$ cat config.mk
export PLATFORM = sky130hd
export DESIGN_NAME = hpsbc_top
export DESIGN_NICKNAME = d
export VERILOG_FILES = /design/src/hw/hpsbc_top.v
export VERILOG_INCLUDE_DIRS = /design/src /design/src/hw
export SDC_FILE = /design/constraint.sdc
export NUM_CORES = 1
export LEC_CHECK = 0
export ABC_AREA = 1
export BUFFER_PORTS_ARGS = -buffer_cell sky130_fd_sc_hd__buf_4
export CORE_UTILIZATION = 30
export DETAILED_ROUTE_END_ITERATION = 10
export PLACE_DENSITY = 0.47
export SLEW_MARGIN = 40
export SYNTH_ARGS = -nofsm -noshare
export SYNTH_HDL_FRONTEND = slang
export SYNTH_SLANG_ARGS = --single-unit
$ cat constraint.sdc
create_clock -name CLK -period 5.5 [get_ports CLK]
set_input_delay 1.1 -clock CLK [delete_from_list [all_inputs] [get_ports CLK]]
set_output_delay 1.1 -clock CLK [all_outputs]
set_load 0.1 [all_outputs]
$ cat src/hw/hpsbc_consts.vh
// Constants for the hot plug slot bus control block
`ifndef HPSBC_CONSTS_VH
`define HPSBC_CONSTS_VH

// Register byte offsets
`define HPSBC_CTRL_OFS      8'h00
`define HPSBC_STAT_OFS      8'h04
`define HPSBC_CLKDIS_OFS    8'h08
`define HPSBC_FREQ_OFS      8'h0C
`define HPSBC_ADDR_W        8

// Control register fields
`define HPSBC_CTRL_ENABLE   0
`define HPSBC_CTRL_DISABLE  1
`define HPSBC_CTRL_FLTEN    2
`define HPSBC_CTRL_HPRST    3
`define HPSBC_CTRL_PLED     4
`define HPSBC_CTRL_ALED     5
`define HPSBC_CTRL_SLOT2    6

// Frequency register fields
`define HPSBC_FREQ_CMD      0
`define HPSBC_FREQ_BUSRST   1
`define HPSBC_FREQ_FAST     2

// Slot configuration strap codes
`define HPSBC_STRAP_NOGLUE  4'hF
`define HPSBC_STRAP_ONE     4'h9
`define HPSBC_STRAP_TWO     4'hA
`define HPSBC_STRAP_HPEN    3

// Stage timing, in microseconds, and clock rate
`define HPSBC_CLK_MHZ       100
`define HPSBC_PWR_US        100
`define HPSBC_CLK_US        100
`define HPSBC_BUS_US        100
`define HPSBC_PWR_CYC       (`HPSBC_PWR_US * `HPSBC_CLK_MHZ)
`define HPSBC_CLK_CYC       (`HPSBC_CLK_US * `HPSBC_CLK_MHZ)
`define HPSBC_BUS_CYC       (`HPSBC_BUS_US * `HPSBC_CLK_MHZ)

// Slot state machine
`define HPSBC_ST_OFF        3'h0
`define HPSBC_ST_PWR        3'h1
`define HPSBC_ST_CLK        3'h2
`define HPSBC_ST_BUS        3'h3
`define HPSBC_ST_ON         3'h4
`define HPSBC_ST_DOWN       3'h5

`endif

$ cat src/hw/hpsbc_top.v
// Hot plug slot bus control: parallel slot ports and one-slot bus grounding
//
// The AHB-Lite interface to the registers and the address map were chosen for this implementation.
`timescale 1ns/100ps
`include "hpsbc_consts.vh"

module hpsbc_top #(
    parameter PWR_CYC = `HPSBC_PWR_CYC,
    parameter CLK_CYC = `HPSBC_CLK_CYC,
    parameter BUS_CYC = `HPSBC_BUS_CYC
) (
    // Clock and reset
    input  wire        CLK,
    input  wire        RST,
    // AHB-Lite slave
    input  wire        HSEL,
    input  wire [31:0] HADDR,
    input  wire [1:0]  HTRANS,
    input  wire        HWRITE,
    input  wire [2:0]  HSIZE,
    input  wire [31:0] HWDATA,
    input  wire        HREADY,
    output wire [31:0] HRDATA,
    output wire        HREADYOUT,
    output wire        HRESP,
    // Straps and power good
    input  wire [3:0]  SLOT_CONFIG_STRAP,
    input  wire        POWER_GOOD,
    // Slot status inputs, two slots, active low where named
    input  wire [1:0]  BUTTON_N,
    input  wire [1:0]  MRL_N,
    input  wire [1:0]  POWER_FAULT_N,
    input  wire [1:0]  PRESENT1_N,
    input  wire [1:0]  PRESENT2_N,
    input  wire [1:0]  PCIX_CAP1,
    input  wire [1:0]  PCIX_CAP2,
    input  wire [1:0]  CARD_FAST_CAPABLE,
    // Slot control outputs, two slots
    output wire [1:0]  SLOT_POWER_ON,
    output wire [1:0]  CLOCK_CONNECT_N,
    output wire [1:0]  BUS_CONNECT_N,
    output wire [1:0]  SLOT_RESET_CTL_N,
    output wire [1:0]  POWER_INDICATOR_N,
    output wire [1:0]  ATTENTION_INDICATOR_N,
    output wire        PARALLEL_MODE,
    output wire        NO_GLUE_MODE,
    // Single-slot pin buffer controls
    output wire        BUS_GROUND,
    output wire        CTRL_PRECHARGE,
    output wire        CTRL_RELEASE,
    output wire        WAKE_IRQ_RELEASE,
    output wire [6:0]  SLOT_CLOCK_GROUND,
    output wire [6:0]  SLOT_CLOCK_HIGH,
    output wire        SLOT_BUS_RESET_N,
    output wire        OUTBOUND_ABORT,
    // Fast capable pin, open drain
    output wire        BUS_FAST_CAPABLE_PIN_O,
    output wire        BUS_FAST_CAPABLE_PIN_OE
);

    ////////////////////////////////////////////////////////////////////////
    // Strap capture at power good rising edge
    reg  [3:0]  strap_q;
    reg         strap_done_q;
    reg         pg_q;
    wire        no_glue  = (strap_q == `HPSBC_STRAP_NOGLUE);
    wire        two_slot = (strap_q == `HPSBC_STRAP_TWO);
    // parallel only for one or two slots
    wire        parallel = no_glue || two_slot || (strap_q == `HPSBC_STRAP_ONE);
    always @(posedge CLK or posedge RST) begin
        if (RST) begin
            strap_q      <= 4'h0;
            strap_done_q <= 1'b0;
            pg_q         <= 1'b0;
        end else begin
            pg_q <= POWER_GOOD;
            // strap sampled at power good rising
            if (POWER_GOOD && !pg_q) begin
                strap_q      <= SLOT_CONFIG_STRAP;
                strap_done_q <= 1'b1;
            end
        end
    end

    ////////////////////////////////////////////////////////////////////////
    // AHB-Lite slave
    reg  [7:0]  addr_q;
    reg         wr_q;
    reg  [6:0]  ctrl_q;
    reg  [5:0]  clkdis_q;
    reg  [2:0]  freq_q;
    reg  [31:0] rdata_q;
    wire        take  = HSEL && HREADY && HTRANS[1];
    wire        wr_en = wr_q;
    wire        hp_reset = wr_en && (addr_q == `HPSBC_CTRL_OFS) && HWDATA[`HPSBC_CTRL_HPRST];

    always @(posedge CLK or posedge RST) begin
        if (RST) begin
            addr_q <= 8'h00;
            wr_q   <= 1'b0;
        end else begin
            addr_q <= HADDR[7:0];
            wr_q   <= take && HWRITE;
        end
    end

    ////////////////////////////////////////////////////////////////////////
    // Per-slot state machines
    reg  [2:0]  st_q    [0:1];
    reg  [15:0] cnt_q   [0:1];
    reg  [1:0]  pwr_q;
    reg  [1:0]  clock_connect_n_q;
    reg  [1:0]  bus_connect_n_q;
    reg  [1:0]  rst_q;
    reg  [1:0]  pled_q;
    reg  [1:0]  aled_q;
    reg         pre_q;
    wire [1:0]  slot_used = {two_slot, parallel};

    genvar g;
    generate
        for (g = 0; g < 2; g = g + 1) begin : g_slot
            wire fault = slot_used[g] && !POWER_FAULT_N[g] && ctrl_q[`HPSBC_CTRL_FLTEN];
            // Slot select travels with the written word
            wire sel   = (HWDATA[`HPSBC_CTRL_SLOT2] == (g == 1));
            wire en    = wr_en && (addr_q == `HPSBC_CTRL_OFS) && sel && slot_used[g]
                         && HWDATA[`HPSBC_CTRL_ENABLE];
            wire dis   = wr_en && (addr_q == `HPSBC_CTRL_OFS) && sel
                         && HWDATA[`HPSBC_CTRL_DISABLE];
            always @(posedge CLK or posedge RST) begin
                if (RST) begin
                    st_q[g]    <= `HPSBC_ST_OFF;
                    cnt_q[g]   <= 16'h0000;
                    pwr_q[g]   <= 1'b0;
                    clock_connect_n_q[g] <= 1'b0;
                    bus_connect_n_q[g] <= 1'b0;
                    rst_q[g]   <= 1'b0;
                    pled_q[g]  <= 1'b0;
                    aled_q[g]  <= 1'b0;
                end else if (hp_reset) begin
                    st_q[g]    <= `HPSBC_ST_OFF;
                    cnt_q[g]   <= 16'h0000;
                    pwr_q[g]   <= 1'b0;
                    clock_connect_n_q[g] <= 1'b0;
                    bus_connect_n_q[g] <= 1'b0;
                    rst_q[g]   <= 1'b0;
                    pled_q[g]  <= 1'b0;
                    aled_q[g]  <= 1'b0;
                // fault resets and isolates at once
                end else if (fault && st_q[g] != `HPSBC_ST_OFF) begin
                    rst_q[g]   <= 1'b0;
                    bus_connect_n_q[g] <= 1'b0;
                    clock_connect_n_q[g] <= 1'b0;
                    aled_q[g]  <= 1'b1;
                    st_q[g]    <= `HPSBC_ST_DOWN;
                    cnt_q[g]   <= 16'h0000;
                end else begin
                    if (wr_en && (addr_q == `HPSBC_CTRL_OFS) && sel) begin
                        pled_q[g] <= HWDATA[`HPSBC_CTRL_PLED];
                        aled_q[g] <= HWDATA[`HPSBC_CTRL_ALED];
                    end
                    case (st_q[g])
                        `HPSBC_ST_OFF: begin
                            if (en) begin
                                pwr_q[g] <= 1'b1;
                                cnt_q[g] <= 16'h0000;
                                st_q[g]  <= `HPSBC_ST_PWR;
                            end
                        end
                        `HPSBC_ST_PWR: begin
                            if (dis) begin
                                st_q[g] <= `HPSBC_ST_DOWN;
                            end else if (cnt_q[g] == PWR_CYC - 1) begin
                                clock_connect_n_q[g] <= 1'b1;
                                cnt_q[g]   <= 16'h0000;
                                st_q[g]    <= `HPSBC_ST_CLK;
                            end else begin
                                cnt_q[g] <= cnt_q[g] + 16'h0001;
                            end
                        end
                        `HPSBC_ST_CLK: begin
                            if (dis) begin
                                st_q[g] <= `HPSBC_ST_DOWN;
                            end else if (cnt_q[g] == CLK_CYC - 1) begin
                                bus_connect_n_q[g] <= 1'b1;
                                cnt_q[g]   <= 16'h0000;
                                st_q[g]    <= `HPSBC_ST_BUS;
                            end else begin
                                cnt_q[g] <= cnt_q[g] + 16'h0001;
                            end
                        end
                        `HPSBC_ST_BUS: begin
                            if (dis) begin
                                st_q[g] <= `HPSBC_ST_DOWN;
                            end else if (cnt_q[g] == BUS_CYC - 1) begin
                                rst_q[g] <= 1'b1;
                                st_q[g]  <= `HPSBC_ST_ON;
                            end else begin
                                cnt_q[g] <= cnt_q[g] + 16'h0001;
                            end
                        end
                        `HPSBC_ST_ON: begin
                            if (dis) begin
                                st_q[g] <= `HPSBC_ST_DOWN;
                            end
                        end
                        `HPSBC_ST_DOWN: begin
                            rst_q[g]   <= 1'b0;
                            bus_connect_n_q[g] <= !rst_q[g] ? 1'b0 : bus_connect_n_q[g];
                            clock_connect_n_q[g] <= !bus_connect_n_q[g] && !rst_q[g] ? 1'b0 : clock_connect_n_q[g];
                            if (!clock_connect_n_q[g] && !bus_connect_n_q[g] && !rst_q[g]) begin
                                pwr_q[g] <= 1'b0;
                                st_q[g]  <= `HPSBC_ST_OFF;
                            end
                        end
                        default: st_q[g] <= `HPSBC_ST_OFF;
                    endcase
                end
            end
        end
    endgenerate

    ////////////////////////////////////////////////////////////////////////
    // Registers: control, clock disable and frequency
    reg         fast_q;
    reg         m66_gnd_q;
    always @(posedge CLK or posedge RST) begin
        if (RST) begin
            ctrl_q    <= 7'h00;
            clkdis_q  <= 6'h00;
            freq_q    <= 3'h0;
            fast_q    <= 1'b0;
            m66_gnd_q <= 1'b0;
        end else begin
            if (wr_en && addr_q == `HPSBC_CTRL_OFS) begin
                ctrl_q <= HWDATA[6:0];
            end
            if (wr_en && addr_q == `HPSBC_CLKDIS_OFS) begin
                clkdis_q <= HWDATA[5:0];
            end
            if (wr_en && addr_q == `HPSBC_FREQ_OFS) begin
                freq_q <= HWDATA[2:0];
            end
            // hot plug init starts at 33 MHz
            // ground pin on 33 MHz events
            if (POWER_GOOD && !pg_q && SLOT_CONFIG_STRAP[`HPSBC_STRAP_HPEN]) begin
                fast_q    <= 1'b0;
                m66_gnd_q <= 1'b1;
            end else if (wr_en && addr_q == `HPSBC_FREQ_OFS
                         && (HWDATA[`HPSBC_FREQ_CMD] || HWDATA[`HPSBC_FREQ_BUSRST])) begin
                fast_q    <= HWDATA[`HPSBC_FREQ_FAST];
                m66_gnd_q <= !HWDATA[`HPSBC_FREQ_FAST];
            end
        end
    end

    ////////////////////////////////////////////////////////////////////////
    // Single-slot pin buffer controls
    // three separate stage controls
    wire        ng_bus = bus_connect_n_q[0];
    wire        ng_clk = clock_connect_n_q[0];
    reg         bus_connect_n_d1_q;
    always @(posedge CLK or posedge RST) begin
        if (RST) begin
            bus_connect_n_d1_q <= 1'b0;
            pre_q      <= 1'b0;
        end else begin
            bus_connect_n_d1_q <= ng_bus;
            pre_q      <= no_glue && ng_bus && !bus_connect_n_d1_q;
        end
    end

    assign BUS_GROUND       = no_glue && !ng_bus;
    assign CTRL_PRECHARGE   = pre_q;
    assign CTRL_RELEASE     = no_glue && bus_connect_n_d1_q && !pre_q;
    assign WAKE_IRQ_RELEASE = no_glue && ng_bus;
    // clocks 5..0 ground if enabled, 6 never
    assign SLOT_CLOCK_GROUND = {1'b0, (no_glue && !ng_clk) ? ~clkdis_q : 6'h00};
    assign SLOT_CLOCK_HIGH  = {1'b0, clkdis_q};
    // reset stays low until final stage
    assign SLOT_BUS_RESET_N = rst_q[0];
    assign OUTBOUND_ABORT   = no_glue && !ng_bus;

    // pin grounded only serial or two-slot
    // never driven in the one-slot modes
    assign BUS_FAST_CAPABLE_PIN_O  = 1'b0;
    assign BUS_FAST_CAPABLE_PIN_OE = m66_gnd_q && strap_done_q
                                     && (two_slot || !parallel);

    ////////////////////////////////////////////////////////////////////////
    // Slot outputs
    // six outputs per slot
    assign SLOT_POWER_ON         = pwr_q;
    assign CLOCK_CONNECT_N       = ~clock_connect_n_q;
    assign BUS_CONNECT_N         = ~bus_connect_n_q;
    assign SLOT_RESET_CTL_N      = rst_q;
    assign POWER_INDICATOR_N     = ~pled_q;
    assign ATTENTION_INDICATOR_N = ~aled_q;
    assign PARALLEL_MODE         = parallel;
    assign NO_GLUE_MODE          = no_glue;

    ////////////////////////////////////////////////////////////////////////
    // Read data
    reg  [31:0] rd_d;
    always @* begin
        case (HADDR[7:0])
            `HPSBC_CTRL_OFS:   rd_d = {25'h0, ctrl_q};
            `HPSBC_STAT_OFS:   rd_d = {12'h000, st_q[1], st_q[0], CARD_FAST_CAPABLE & slot_used,
                                       PCIX_CAP2, PCIX_CAP1, PRESENT2_N, PRESENT1_N,
                                       MRL_N, BUTTON_N};
            `HPSBC_CLKDIS_OFS: rd_d = {26'h0, clkdis_q};
            `HPSBC_FREQ_OFS:   rd_d = {28'h0, fast_q, freq_q};
            default:           rd_d = 32'h0;
        endcase
    end
    always @(posedge CLK or posedge RST) begin
        if (RST) begin
            rdata_q <= 32'h0;
        end else if (take && !HWRITE) begin
            rdata_q <= rd_d;
        end
    end

    assign HRDATA    = rdata_q;
    assign HREADYOUT = 1'b1;
    assign HRESP     = 1'b0;

endmodule // hpsbc_top

==> metrics.txt <==
result of the run=finished, final reports clean; top achievable clock speed=between 300 and 400 MHz; gr usage total=0.168; Core Region=around 0.021 sq mm; Hold Path End=bus_connect_n_d1_q; Final Hold Fails=0; DRC viols=0; WHS Path Cells=0; sequential share of the synthesized area=0.404; Final setup viols=0; Pre-Repair DR Iteration Count=5; CP startpoint=strap_q[1]; worst slew pin tran=between 700 and 800 ps; routed via count=around 6000; DIE AREA=approximately 0.022 sq mm; Post-synth EDFFs=0; ys flop type=dfrtp_1; Netlist cell types=44; wirelength, routed=17.8 mm; CTS Buf Count=9; RSZ-0062 raised after global routing=no; worst hold path class=register to register; TritonCTS clock tree=built; Worst EP arrival=~1800 ps; Worst R2R Start=addr_q[5]; I/O pins=roughly 170; Post-CTS Resized=0; met3 routed WL=around 600 um; critical path class=register to primary output; most frequent cells in the layout=nand2_1 (276), dfrtp_1 (105), inv_1 (97), nor2_1 (96), buf_4 (95); area growth from synthesis to layout=17.8%; Synth Warn #=0; ant diodes=0; antenna viol nets, final=0; Worst VDD drop=approximately 0.25 mV; critical path peak fanout=6; Slew Viols, Final=0; floorplan row count=53; Slew headroom=0.522; Initial Util=0.307; clock sinks=about 110; power density over the cells=349 mW/mm^2; drt first-iter violations=just under 400; syn_area_per_cell=around 7 sq um; CTS Root Cell=clkbuf_16; FF-to-FF End=cnt_q[15]; initial antenna violation count=0; clk_skew=8.33 ps; Detailed Place HPWL=about 13 mm; routed length per instance=around 14 um; number of I/O port buffers=94; Max-Cap Viols=0; WP data required=around 4400 ps; vias in the first global route=about 5700; synthesized area=around 0.0065 sq mm; Synth Register Bits=between 100 and 150; maximum buffer depth of the clock tree=2; WL met2=~8.3 mm; fin crit share=0.526; R2R depth=10; RePlAce Congestion=between 0.8 and 0.9; CTS hold repair buffers=0; CTS H-Tree Depth=3; crit end category=primary output; most common cell after layout, fill and taps aside=nand2_1; Die Y=roughly 150 um; startpoint type of the worst setup path=register; final global-route overflow total=0; Gate Count Post-Synth=between 900 and 1000; postcts setup bufs=0; TNS Setup=0 ps; via density per instance=4.72; clock latency on the worst-skew pair=approximately 360 ps; Hold Crit Start=ng_bus; share of layout cells above drive strength 1=0.173; Tmin final=2890 ps; DR top layer=met4; largest net degree at the start of global routing=74; Nets=between 1000 and 1500; async set-reset flop share out of synthesis=1.00; R2R setup slack=a little over 3000 ps; worst hold slack=roughly 440 ps; Met1 Wirelength=about 8.7 mm; Die X=roughly 150 um; first-pass GRT wire length=about 29 mm; Reg clk slew, reported paths=roughly 80 ps; P_leak=3.88 nW
-- registers in the layout, summed over array words and instances, names as in the netlist, 2 cells and up --
signal / cells
clkdis_q: 6
addr_q: 8
st_q: 6
pled_q: 2
aled_q: 2
cnt_q: 32
HRDATA: 20
SLOT_POWER_ON: 2
strap_q: 4
ctrl_q: 7
freq_q: 3
-- kinds of logic after synthesis --
group	synth area share
xor gates and xnor gates	0.0121
other	0.00115
adders and majority gates	0.00385
AOI/OAI and AO/OA	0.114
buffers and inverters	0.101
muxes	0.00173
and+or+nand+nor	0.363
DFF	0.404
-- layer usage --
layer,GRT usage,vias up
li1,-,3069
met4,0.0459,0
met1,0.231,2777
met5,0,-
met3,0.0260,16
met2,0.274,128
-- cell type report --
| class | count | area [sq um] |
|---|---|---|
| clock inverter | 6 | 57.6 |
| multi-input combinational | 674 | 3290 |
| timing repair buffer | 95 | 713 |
| clock buffer | 10 | 229 |
| sequential | 105 | 2630 |
| fill | 2257 | 13500 |
| inverter | 105 | 404 |
| tap | 275 | 344 |
-- critical path: stages, from the launching register on --
cell and delay [ps]:
dfrtp_1 380, nand2_1 60, inv_1 80, nand3_2 140
inv_1 140, nand2_1 190, nor2_1 140, buf_4 300
-- synth_stat cells (6+ instances only) --
cell	number	area [sq um]
nand4_1	28	175
o21ai_2	22	193
buf_6	6	67.6
nor2_1	97	364
nand2_1	276	1040
a21oi_1	13	65.1
buf_4	19	143
nand3_1	83	415
inv_1	98	368
clkbuf_1	7	26.3
xor2_1	9	78.8
dfrtp_1	105	2630
o21ai_1	6	30.0
nor3_1	9	45.0
o211ai_1	8	60.1
o21ai_0	54	270
-- metrics by stage --
step                 util  setup WS [ps]  area [sq um]  instances  total power [mW]
detailed placement  0.349           2570          7380       1254              2.05
floorplan               -           1600          6560        920              1.86
global placement    0.348           2550          7360       1254              2.05
finish              0.362           2610          7660       1270              2.67
CTS                 0.362           2570          7660       1270              2.71
global route        0.362           2420          7660       1270              2.85
-- power by group --
group | leakage (nW) | switching [mW] | internal (mW) | total [mW]
Clock | 0.141 | 0.327 | 0.320 | 0.646
Combinational | 2.43 | 0.840 | 0.254 | 1.09
Sequential | 1.31 | 0.0833 | 0.851 | 0.934
Total | 3.88 | 1.25 | 1.42 | 2.67
-- how the worst max path moves through the flow --
| stage | slack [ps] | cells past startpoint | endpoint |
|---|---|---|---|
| 6_report | 2610 | 7 | SLOT_CLOCK_GROUND[0] |
| 5_1_grt | 2420 | 7 | SLOT_CLOCK_GROUND[2] |
| 4_1_cts | 2570 | 7 | SLOT_CLOCK_GROUND[0] |
| 3_5_place_dp | 2570 | 5 | HRDATA[7] |
| 3_3_place_gp | 2550 | 5 | HRDATA[9] |
| 2_1_floorplan | 1600 | 6 | SLOT_CLOCK_GROUND[0] |
Note: power is estimated with default switching activity, not from simulation.
